==> src/inc/async_mem_pkg.sv <==
package async_mem_pkg;

   // ---------------------------------------------------------------
   // field widths of the per-space timing controls, and the phase counter's width
   // ---------------------------------------------------------------
   localparam int SETUP_W  = 4;
   localparam int STROBE_W = 6;
   localparam int HOLD_W   = 3;
   localparam int COUNT_W  = 6;

   // ---------------------------------------------------------------
   // instance defaults
   // ---------------------------------------------------------------
   localparam int WIDE_DATA_W   = 64;
   localparam int NARROW_DATA_W = 16;
   localparam int ADDR_W_DEF    = 20;
   localparam int NUM_CS_DEF    = 4;
   localparam int FIFO_DEPTH    = 16;

   // least count loaded for any phase, and the counter's last value
   localparam logic [COUNT_W-1:0] COUNT_MIN  = 6'h01;
   localparam logic [COUNT_W-1:0] COUNT_LAST = 6'h01;

   // ---------------------------------------------------------------
   // one chip-select space's control word
   // ---------------------------------------------------------------
   typedef struct packed {
      logic [SETUP_W-1:0]  write_setup_cycles;
      logic [STROBE_W-1:0] write_strobe_cycles;
      logic [HOLD_W-1:0]   write_hold_cycles;
      logic [SETUP_W-1:0]  read_setup_cycles;
      logic [STROBE_W-1:0] read_strobe_cycles;
      logic [HOLD_W-1:0]   read_hold_cycles;
   } space_timing_type;

   // sequencer phases
   typedef enum logic [1:0] {
      ST_IDLE,
      ST_SETUP,
      ST_STROBE,
      ST_HOLD
   } phase_type;

endpackage

==> src/request_fifo.sv <==
`timescale 1ns/1ps
`default_nettype none

module request_fifo #(
   parameter int WIDTH = 8,
   parameter int DEPTH = 16
) (
   input  wire logic             clk_sys_i,
   input  wire logic             reset_i,
   input  wire logic             in_valid_i,
   output logic                  in_ready_o,
   input  wire logic [WIDTH-1:0] in_data_i,
   output logic                  out_valid_o,
   input  wire logic             out_ready_i,
   output logic      [WIDTH-1:0] out_data_o
);
   localparam int PTR_W = $clog2(DEPTH);

   logic [WIDTH-1:0] mem_q [DEPTH];
   logic [PTR_W-1:0] wr_ptr_q;
   logic [PTR_W-1:0] rd_ptr_q;
   logic [PTR_W:0]   fill_q;
   wire              push;
   wire              pop;

   // ---------------------------------------------------------------
   // handshakes
   // ---------------------------------------------------------------
   assign in_ready_o  = (fill_q != (PTR_W+1)'(DEPTH));
   assign out_valid_o = (fill_q != '0);
   assign push        = in_valid_i & in_ready_o;
   assign pop         = out_valid_o & out_ready_i;
   assign out_data_o  = mem_q[rd_ptr_q];

   // storage, written at the write index
   always_ff @(posedge clk_sys_i)
   begin
      if (push)
         mem_q[wr_ptr_q] <= in_data_i;
   end

   // pointers and fill level
   always_ff @(posedge clk_sys_i)
   begin
      if (reset_i)
      begin
         wr_ptr_q <= '0;
         rd_ptr_q <= '0;
         fill_q   <= '0;
      end
      else
      begin
         if (push)
            wr_ptr_q <= (wr_ptr_q == PTR_W'(DEPTH-1)) ? '0 : wr_ptr_q + 1'b1;
         if (pop)
            rd_ptr_q <= (rd_ptr_q == PTR_W'(DEPTH-1)) ? '0 : rd_ptr_q + 1'b1;
         fill_q <= fill_q + (PTR_W+1)'(push) - (PTR_W+1)'(pop);
      end
   end

endmodule
`default_nettype wire

==> src/async_memory_strobe_sequencer.sv <==
`timescale 1ns/1ps
`default_nettype none

module async_memory_strobe_sequencer
   import async_mem_pkg::*;
#(
   parameter int DATA_W = async_mem_pkg::WIDE_DATA_W,
   parameter int ADDR_W = async_mem_pkg::ADDR_W_DEF,
   parameter int NUM_CS = async_mem_pkg::NUM_CS_DEF
) (
   input  wire logic                                clk_sys_i,
   input  wire logic                                reset_i,
   // per-space timing controls
   input  wire async_mem_pkg::space_timing_type     space_timing_i [NUM_CS],
   // request stream
   input  wire logic                                req_valid_i,
   output logic                                     req_ready_o,
   input  wire logic                                req_write_i,
   input  wire logic [$clog2(NUM_CS)-1:0]           req_space_i,
   input  wire logic [ADDR_W-1:0]                   req_addr_i,
   input  wire logic [DATA_W/8-1:0]                 req_byte_en_i,
   input  wire logic [DATA_W-1:0]                   req_wdata_i,
   // read answer
   output logic                                     rd_valid_o,
   output logic      [DATA_W-1:0]                   rd_data_o,
   output logic                                     busy_o,
   // memory pins
   output logic                                     ifc_clock_out_o,
   output logic      [NUM_CS-1:0]                   chip_select_n_o,
   output logic      [DATA_W/8-1:0]                 byte_en_n_o,
   output logic      [ADDR_W-1:0]                   mem_addr_o,
   output logic                                     output_enable_n_o,
   output logic                                     read_strobe_n_o,
   output logic                                     write_strobe_n_o,
   input  wire logic [DATA_W-1:0]                   mem_data_bus_i,
   output logic      [DATA_W-1:0]                   mem_data_bus_o,
   output logic                                     mem_data_bus_oe_o,
   input  wire logic                                mem_ready_in_i
);
   import async_mem_pkg::*;

   localparam int SPACE_W = $clog2(NUM_CS);
   localparam int BE_W    = DATA_W / 8;
   localparam int REQ_W   = 1 + SPACE_W + ADDR_W + BE_W + DATA_W;

   // ---------------------------------------------------------------
   // request buffer
   // ---------------------------------------------------------------
   wire [REQ_W-1:0] fifo_in;
   wire [REQ_W-1:0] fifo_out;
   wire             fifo_valid;
   wire             fifo_pop;

   assign fifo_in = {req_write_i, req_space_i, req_addr_i, req_byte_en_i, req_wdata_i};

   request_fifo #(
      .WIDTH (REQ_W),
      .DEPTH (FIFO_DEPTH)
   ) u_req_fifo (
      .clk_sys_i   (clk_sys_i),
      .reset_i     (reset_i),
      .in_valid_i  (req_valid_i),
      .in_ready_o  (req_ready_o),
      .in_data_i   (fifo_in),
      .out_valid_o (fifo_valid),
      .out_ready_i (fifo_pop),
      .out_data_o  (fifo_out)
   );

   // head-of-queue fields
   wire                  head_write = fifo_out[REQ_W-1];
   wire [SPACE_W-1:0]    head_space = fifo_out[REQ_W-2 -: SPACE_W];
   wire [ADDR_W-1:0]     head_addr  = fifo_out[DATA_W+BE_W +: ADDR_W];
   wire [BE_W-1:0]       head_be    = fifo_out[DATA_W +: BE_W];
   wire [DATA_W-1:0]     head_wdata = fifo_out[DATA_W-1:0];

   // ---------------------------------------------------------------
   // interface output clock and ready synchroniser
   // ---------------------------------------------------------------
   logic clk_div_q;
   logic ready_meta_q;
   logic ready_sync_q;
   wire  tick;

   // tick marks the system edge on which the output clock rises
   assign tick            = ~clk_div_q;
   assign ifc_clock_out_o = clk_div_q;

   always_ff @(posedge clk_sys_i)
   begin
      if (reset_i)
      begin
         clk_div_q    <= 1'b0;
         ready_meta_q <= 1'b0;
         ready_sync_q <= 1'b0;
      end
      else
      begin
         clk_div_q    <= ~clk_div_q;
         ready_meta_q <= mem_ready_in_i;
         ready_sync_q <= ready_meta_q;
      end
   end

   // ---------------------------------------------------------------
   // access state and latched access fields
   // ---------------------------------------------------------------
   phase_type            phase_q, phase_d;
   logic [COUNT_W-1:0]   cnt_q, cnt_d;
   logic                 is_write_q;
   logic [SPACE_W-1:0]   space_q;
   space_timing_type     tim_q;

   // phase lengths of the running access, never below one cycle
   wire [COUNT_W-1:0] setup_len  = is_write_q ?
      COUNT_W'(tim_q.write_setup_cycles) : COUNT_W'(tim_q.read_setup_cycles);
   wire [COUNT_W-1:0] strobe_len = is_write_q ?
      COUNT_W'(tim_q.write_strobe_cycles) : COUNT_W'(tim_q.read_strobe_cycles);
   wire [COUNT_W-1:0] hold_len   = is_write_q ?
      COUNT_W'(tim_q.write_hold_cycles) : COUNT_W'(tim_q.read_hold_cycles);
   wire [COUNT_W-1:0] setup_ld   = (setup_len  == '0) ? COUNT_MIN : setup_len;
   wire [COUNT_W-1:0] strobe_ld  = (strobe_len == '0) ? COUNT_MIN : strobe_len;
   wire [COUNT_W-1:0] hold_ld    = (hold_len   == '0) ? COUNT_MIN : hold_len;

   wire cnt_done   = (cnt_q == COUNT_LAST);
   wire start      = tick & (phase_q == ST_IDLE) & fifo_valid;
   wire strobe_end = tick & (phase_q == ST_STROBE) & cnt_done & ready_sync_q;

   assign fifo_pop = start;
   assign busy_o   = (phase_q != ST_IDLE);

   // next phase, advancing only on output clock rises
   always_comb
   begin
      phase_d = phase_q;
      cnt_d   = cnt_q;
      if (tick)
      begin
         case (phase_q)
            ST_IDLE:
            begin
               if (fifo_valid)
               begin
                  phase_d = ST_SETUP;
                  cnt_d   = '0;                              // loaded once timing latched
               end
            end
            ST_SETUP:
            begin
               if (cnt_q == '0)
                  cnt_d = setup_ld;
               else if (cnt_done)
               begin
                  phase_d = ST_STROBE;
                  cnt_d   = strobe_ld;
               end
               else
                  cnt_d = cnt_q - 1'b1;
            end
            ST_STROBE:
            begin
               if (!cnt_done)
                  cnt_d = cnt_q - 1'b1;
               else if (ready_sync_q)
               begin
                  phase_d = ST_HOLD;
                  cnt_d   = hold_ld;
               end
            end
            ST_HOLD:
            begin
               if (cnt_done)
                  phase_d = ST_IDLE;
               else
                  cnt_d = cnt_q - 1'b1;
            end
            default:
            begin
               phase_d = ST_IDLE;
               cnt_d   = '0;
            end
         endcase
      end
   end

   // the extra setup tick that loads the count is counted as a setup cycle
   always_ff @(posedge clk_sys_i)
   begin
      if (reset_i)
      begin
         phase_q <= ST_IDLE;
         cnt_q   <= '0;
      end
      else
      begin
         phase_q <= phase_d;
         cnt_q   <= cnt_d;
      end
   end

   // latch the access and its space's timing when it starts
   always_ff @(posedge clk_sys_i)
   begin
      if (reset_i)
      begin
         is_write_q <= 1'b0;
         space_q    <= '0;
         tim_q      <= '0;
      end
      else if (start)
      begin
         is_write_q <= head_write;
         space_q    <= head_space;
         tim_q      <= space_timing_i[head_space];
      end
   end

   // ---------------------------------------------------------------
   // pin drive, registered from the next phase
   // ---------------------------------------------------------------
   wire next_active = (phase_d != ST_IDLE);
   wire next_strobe = (phase_d == ST_STROBE);
   wire next_write  = start ? head_write : is_write_q;
   wire [SPACE_W-1:0] next_space = start ? head_space : space_q;

   wire  [NUM_CS-1:0] cs_dec;

   // one-hot select decode, one per space
   genvar gi;
   generate
      for (gi = 0; gi < NUM_CS; gi++)
      begin : g_cs
         assign cs_dec[gi] = next_active & (next_space == SPACE_W'(gi));
      end
   endgenerate

   always_ff @(posedge clk_sys_i)
   begin
      if (reset_i)
      begin
         chip_select_n_o   <= '1;
         byte_en_n_o       <= '1;
         mem_addr_o        <= '0;
         output_enable_n_o <= 1'b1;
         read_strobe_n_o   <= 1'b1;
         write_strobe_n_o  <= 1'b1;
         mem_data_bus_o    <= '0;
         mem_data_bus_oe_o <= 1'b0;
      end
      else
      begin
         chip_select_n_o   <= ~cs_dec;
         output_enable_n_o <= ~(next_active & ~next_write);
         read_strobe_n_o   <= ~(next_strobe & ~next_write);
         write_strobe_n_o  <= ~(next_strobe & next_write);
         mem_data_bus_oe_o <= next_active & next_write;
         if (start)
         begin
            byte_en_n_o    <= ~head_be;
            mem_addr_o     <= head_addr;
            mem_data_bus_o <= head_wdata;
         end
         else if (!next_active)
            byte_en_n_o    <= '1;
      end
   end

   // ---------------------------------------------------------------
   // read capture as the read strobe rises
   // ---------------------------------------------------------------
   always_ff @(posedge clk_sys_i)
   begin
      if (reset_i)
      begin
         rd_valid_o <= 1'b0;
         rd_data_o  <= '0;
      end
      else
      begin
         rd_valid_o <= strobe_end & ~is_write_q;
         if (strobe_end & ~is_write_q)
            rd_data_o <= mem_data_bus_i;
      end
   end

endmodule
`default_nettype wire

==> config.mk <==
export PLATFORM = sky130hd
export DESIGN_NAME = async_memory_strobe_sequencer
export DESIGN_NICKNAME = d
export VERILOG_FILES = /design/src/inc/async_mem_pkg.sv /design/src/request_fifo.sv /design/src/async_memory_strobe_sequencer.sv
export SDC_FILE = /design/constraint.sdc
export NUM_CORES = 2
export LEC_CHECK = 0
export ABC_CLOCK_PERIOD_IN_PS = 15900
export BUFFER_PORTS_ARGS = -buffer_cell sky130_fd_sc_hd__buf_2
export CAP_MARGIN = 25
export CORE_MARGIN = 3
export CORE_UTILIZATION = 60
export DETAILED_ROUTE_END_ITERATION = 6
export PLACE_DENSITY = 0.8
export SLEW_MARGIN = 5
export SYNTH_ARGS = -nofsm -noshare
export SYNTH_HDL_FRONTEND = slang
export SYNTH_SLANG_ARGS = --single-unit
==> constraint.sdc <==
create_clock -name clk_sys_i -period 15.9 [get_ports clk_sys_i]
set_input_delay 0.795 -clock clk_sys_i [delete_from_list [all_inputs] [get_ports clk_sys_i]]
set_output_delay 0.795 -clock clk_sys_i [all_outputs]
set_load 0.01 [all_outputs]
# Word level (Yosys, flattened, before mapping)
# Memories as Yosys holds them, arrays and structs flattened. A register that Yosys moved wholly into a read port is not among the register bits.
# Index checks and enable logic that the tools add are counted.
[totals] reg_bits=218 ramBits=1520 inputBits=267 out_inout_bits=168 word_cells=117 n_memories=1
[op_classes] n_addsub=5 magnitude_cmp=1 eq_ne=15 muxes=34 n_bitwise=25 reduce_logical=10
[memory_table] name="u_req_fifo.mem_q" depth=16 width=95 read_ports=1 rd_ports_with_merged_regs=1 wr=1 line="request_fifo.sv:19" text="logic [WIDTH-1:0] mem_q [DEPTH];"
[ops] operator="binary-select mux 26 bit (select 2 bit)" n=1
[ops] operator="2-to-1 mux 26 bit" n=2
[ops] operator="2-to-1 mux 6 bit" n=8
[ops] operator="logical NOT 6 bit" n=4
[ops] operator="2-to-1 mux 4 bit" n=6
[ops] operator="case mux 6 bit (4 select lines)" n=1
[ops] operator="bitwise AND 1 bit" n=16
[ops] operator="2-to-1 mux 2 bit" n=8
[ops] operator="2-to-1 mux 8 bit" n=2
[ops] operator="== test 2 bit (second input constant)" n=5
[ops] operator="adder 4 x 1 -> 4 bit (second input constant)" n=2
[ops] operator="== test 4 bit (second input constant)" n=2
[ops] operator="NOT 8 bit" n=1
[ops] operator="case mux 2 bit (4 select lines)" n=1
[ops] operator="== test 6 x 1 -> 1 bit (second input constant)" n=1
[ops] operator="2-to-1 mux 3 bit" n=2
[ops] operator="NOT 1 bit" n=6
[ops] operator="subtractor 6 x 1 -> 6 bit (second input constant)" n=1
[ops] operator="adder 5 x 1 -> 5 bit" n=1
[ops] operator="!= test 5 bit (second input constant)" n=1
[ops] operator="nonzero test 5 bit" n=1
[ops] operator="subtractor 5 x 1 -> 5 bit" n=1
[ops] operator="== test 2 x 1 -> 1 bit (second input constant)" n=2
[ops] operator="logical NOT 2 bit" n=2
[ops] operator="other kinds (9)" n=13

# Depth between registers and ports, before layout
[depth] word_depth=8 ltp_mapped=16 mapped_depth_nobuf=13

# By module
# A second synthesis with hierarchy kept.
[hier_totals] cells_unflattened=3427 hier_area_um2=65908.2
[modules_own_cells] mod="request_fifo" instances=1 cells_each=2430 area_per_inst_um2=57607.8 seq_area_each_um2=45984.1
[modules_own_cells] mod="async_memory_strobe_sequencer" instances=1 cells_each=997 area_per_inst_um2=8300.5 seq_area_each_um2=4103.9

# Least setup slack after synthesis
# OpenSTA, ideal clock, no wires.
[synth_path] path_type="input -> register" from="input req_valid_i" to="memory u_req_fifo.mem_q[3][0] in the netlist's numbering (enable)" setup_ns=0.665 t_arrival_ns=7.780 required_time_ns=15.235 setup_slack_ns=7.455 stages=4 n_path_buf=1 path_cell_list="and2_1 clkbuf_1 nand2_1 nor3_1"
[synth_via] elab_chain_cells=3
[synth_rtl] item="start, declared" line="async_memory_strobe_sequencer.sv:16" text="input wire logic req_valid_i,"
[synth_rtl] item="bitwise AND 1 bit" line="request_fifo.sv:31" text="assign push = in_valid_i & in_ready_o;"
[synth_rtl] item="net u_req_fifo.push" line="request_fifo.sv:23" text="wire push;"
[synth_rtl] item="2-to-1 mux 1 bit" line="request_fifo.sv:38" text="if (push)"
[synth_rtl] item="2-to-1 mux 1 bit (implied by the code)" line="request_fifo.sv:39" text="mem_q[wr_ptr_q] <= in_data_i;"
[synth_rtl] item="end, declared" line="request_fifo.sv:19"
# The timed path passes the listed nets, and every way through them passes these cells.

# Final worst setup path
[layout_path] from="register u_req_fifo.fill_q[2]" to="register u_req_fifo.fill_q[4]"
[layout_via] elab_chain_cells=4 word_cells_on_any_way=7 classes_between="2 x add/sub; 1 x eq/ne; 3 x bitwise; 1 x reduce/logical"
[layout_rtl] item="start, declared" line="request_fifo.sv:22" text="logic [PTR_W:0] fill_q;"
[layout_rtl] item="start signal, assigned" line="request_fifo.sv:57" text="fill_q <= fill_q + (PTR_W+1)'(push) - (PTR_W+1)'(pop);"
[layout_rtl] item="!= test 5 bit or nonzero test 5 bit (tied branches)" line="request_fifo.sv:29, request_fifo.sv:30"
[layout_rtl] item="bitwise AND 1 bit (on tied branches)" line="request_fifo.sv:31, async_memory_strobe_sequencer.sv:126"
[layout_rtl] item="adder 5 x 1 -> 5 bit or bitwise AND 1 bit (tied branches)" line="request_fifo.sv:57, request_fifo.sv:32"
[layout_rtl] item="subtractor 5 x 1 -> 5 bit (*)" line="request_fifo.sv:57"
# Mark *: on every way between the ends. The rest lies on a longest branch, timed or not.
# A chain may end at the register's enable or synchronous reset.

==> reports/results.ini <==
[clock_network]
ctsHoldBuffers=0
cts_tree=built
ctsResizeCount=0
cts_buffers=168
cts_setup_buffers=0
clk_transition_reported_paths_ns=0.06
clk_latency_ns=0.77
root_buffer=clkbuf_16
cts_buffer_depth=3
cts.sinks=1742
cts_max_level=4

[sta]
worst_pin_slew_ns=1.10
post-route-period-util=0.267
hold_violations=0
drv_slew=0
setup_ws_ns=11.66
setup_viol=0
fin_tns_setup_ns=0
fin_crit_ns=4.24
relSlewSlack=0.268
fin_skew_ns=0.0231
rsz0062_at_grt=no
whs_ns=0.254
achievable-frequency_mhz=236

[setup_path]
worstSetupEndpointType=flip-flop
crit_type=flip-flop to flip-flop
worstPathRequired_ns=16.58
critPathMaxFanout=70
reg2reg_depth=13
cp-start-kind=flip-flop
arrival_ns=4.93

[cells_and_area]
nNetsFinal=3962
postLayoutCellArea_mm2=0.0753
syn2layout_area_growth_pct=14.2
layout_common_cells=edfxtp_1 (1,520), mux4_2 (474), buf_2 (433)
drive_above_1_share=0.329
mostFrequentLayoutCell=edfxtp_1

[routing]
first_pass_iters=5
dr.first_iter.drc_count=3904
finalWirelength_um=163000
routedWlPerCell_um=31.0
drt.antenna.violating_nets=0
drc_errors=0
vias=34100
drt-vias-per-instance=6.51

[placed_design]
place_area_mm2=0.0698
place.gp.congestion=0.835
dpl.hpwl_um=81800
dpl_worst_slack_ns=11.64
io_buffers=434

[min_path]
hold_depth=2
hold_path.class=input pin to flip-flop

[grt]
grt_antenna_before_repair=37
grt_pass1_vias=34900
grt_pass1_wl_um=236000
track_usage=0.289
gr-total-overflow=0
grt_max_degree=169

[power_and_ir_drop]
ir_drop_mv=0.138
power_leakage_nw=24.4
powerDensity_mw_per_mm2=147

[synthesis]
synth_cell_types=54
ys_ff_latch=1742
netlist_area_mm2=0.0659
yosys_warnings=0
synth_ff_type=edfxtp_1
synth_nets=3480
synth_edf_count=1520
syn_area_per_cell_um2=20.6
yosysSeqAreaShare=0.760
async_reset_ff_frac=0
synthCells=3199

[run_status]
status=complete, no violations

[floorplan]
rows=120
start_util=0.610
core_mm2=0.108
dieArea_mm2=0.114
fp.dieH_um=337
io_pins=435
die_width_um=337

[job]
maxCapViolCount=0

==> path summary, 6_finish.rpt <==
check / from / end / slack, ns
max: u_req_fifo.fill_q[2] / u_req_fifo.fill_q[4] / 11.66
min: mem_ready_in_i / ready_meta_q / 0.25
max reg2reg: u_req_fifo.fill_q[2] / u_req_fifo.fill_q[4] / 11.66
min reg2reg: rd_data_o[25] / rd_data_o[25] / 0.45
==> stage by stage <==
step / total power [mW] / std cells / util
final: 11.1 / 5243 / 0.696
after global routing: 11.4 / 5233 / 0.696
after CTS: 11.1 / 5217 / 0.695
after detailed placement: 7.25 / 4910 / 0.645
after global placement: 7.21 / 4908 / 0.645
after floorplan: 6.70 / 3199 / -
==> sequential cells by signal (all words and copies together), names as in the netlist, 5 cells and up, named ones only <==
register           flops
mem_addr_o            20
u_req_fifo.mem_q    1520
tim_q                 26
u_req_fifo.fill_q      5
byte_en_n_o            8
mem_data_bus_o        64
cnt_q                  6
rd_data_o             64
==> area by class of cell <==
cell class	count	area, um2
flip-flops and latches	1742	50100
multi-input cells	1256	15100
clock buffers	237	4690
fillers	6361	32800
diodes	22	55.1
clock inverters	70	673
repair buffers	499	2800
inverters	14	55.1
well taps	1403	1760
==> per-layer routing <==
metal	share of wire	wire length, um	global-route usage	vias up
met5	0.0012	191	0	-
met1	0.36	57800	0.367	17700
met2	0.51	83500	0.488	2030
met3	0.095	15400	0.0680	345
li1	-	-	-	14000
met4	0.035	5740	0.117	26
==> power by group <==
part | leakage (nW) | switching [mW] | internal [mW]
combinational | 6.20 | 0.972 | 0.882
clock | 2.63 | 1.65 | 2.24
sequential | 15.5 | 0.149 | 5.17
total | 24.4 | 2.77 | 8.29
==> synth_stat cells, drive strengths merged, types with 2 or more instances <==
library cell	number	area, um2
a211oi	4	30.0
a21o	3	22.5
a21oi	170	851
a22oi	11	82.6
a31o	26	228
a31oi	3	18.8
a32oi	2	17.5
and2	2	12.5
and3	2	12.5
buf	70	333
clkbuf	117	440
dfxtp	222	4440
edfxtp	1520	45600
ha	13	163
inv	13	48.8
mux2	2	22.5
mux2i	66	661
mux4	474	10700
nand2	317	1190
nand2b	5	31.3
nand3	6	30.0
nor2	52	198
nor2b	5	31.3
nor3	14	70.1
nor3b	4	30.0
nor4	3	25.0
nor4b	2	17.5
o21ai	14	70.1
o22ai	31	319
or3	5	31.3
xnor2	3	26.3
xor2	5	43.8
==> kinds of logic (layout without fill, tap and decap cells) <==
family | Yosys count | after routing | share of synthesized area
buf+inv | 201 | 820 | 0.0125
fa+ha+maj | 14 | 14 | 0.00277
xor+xnor | 8 | 8 | 0.00106
other cells | 0 | 22 | 0
compound gates | 270 | 270 | 0.0256
flops | 1742 | 1742 | 0.760
mux | 542 | 542 | 0.172
simple gates | 422 | 422 | 0.0260
==> critical path, cell delays in order (launching register included) <==
cell,delay (ns)
dfxtp_1,0.31
inv_1,0.08
ha_1,0.15
nor4b_1,0.38
or3_4,0.85
inv_4,0.53
ha_1,0.45
inv_1,0.04
ha_1,0.20
fa_1,0.44
a21oi_1,0.17
nor2_1,0.06
or3_1,0.34
a21oi_1,0.14
(Power assumes the default switching activity.)
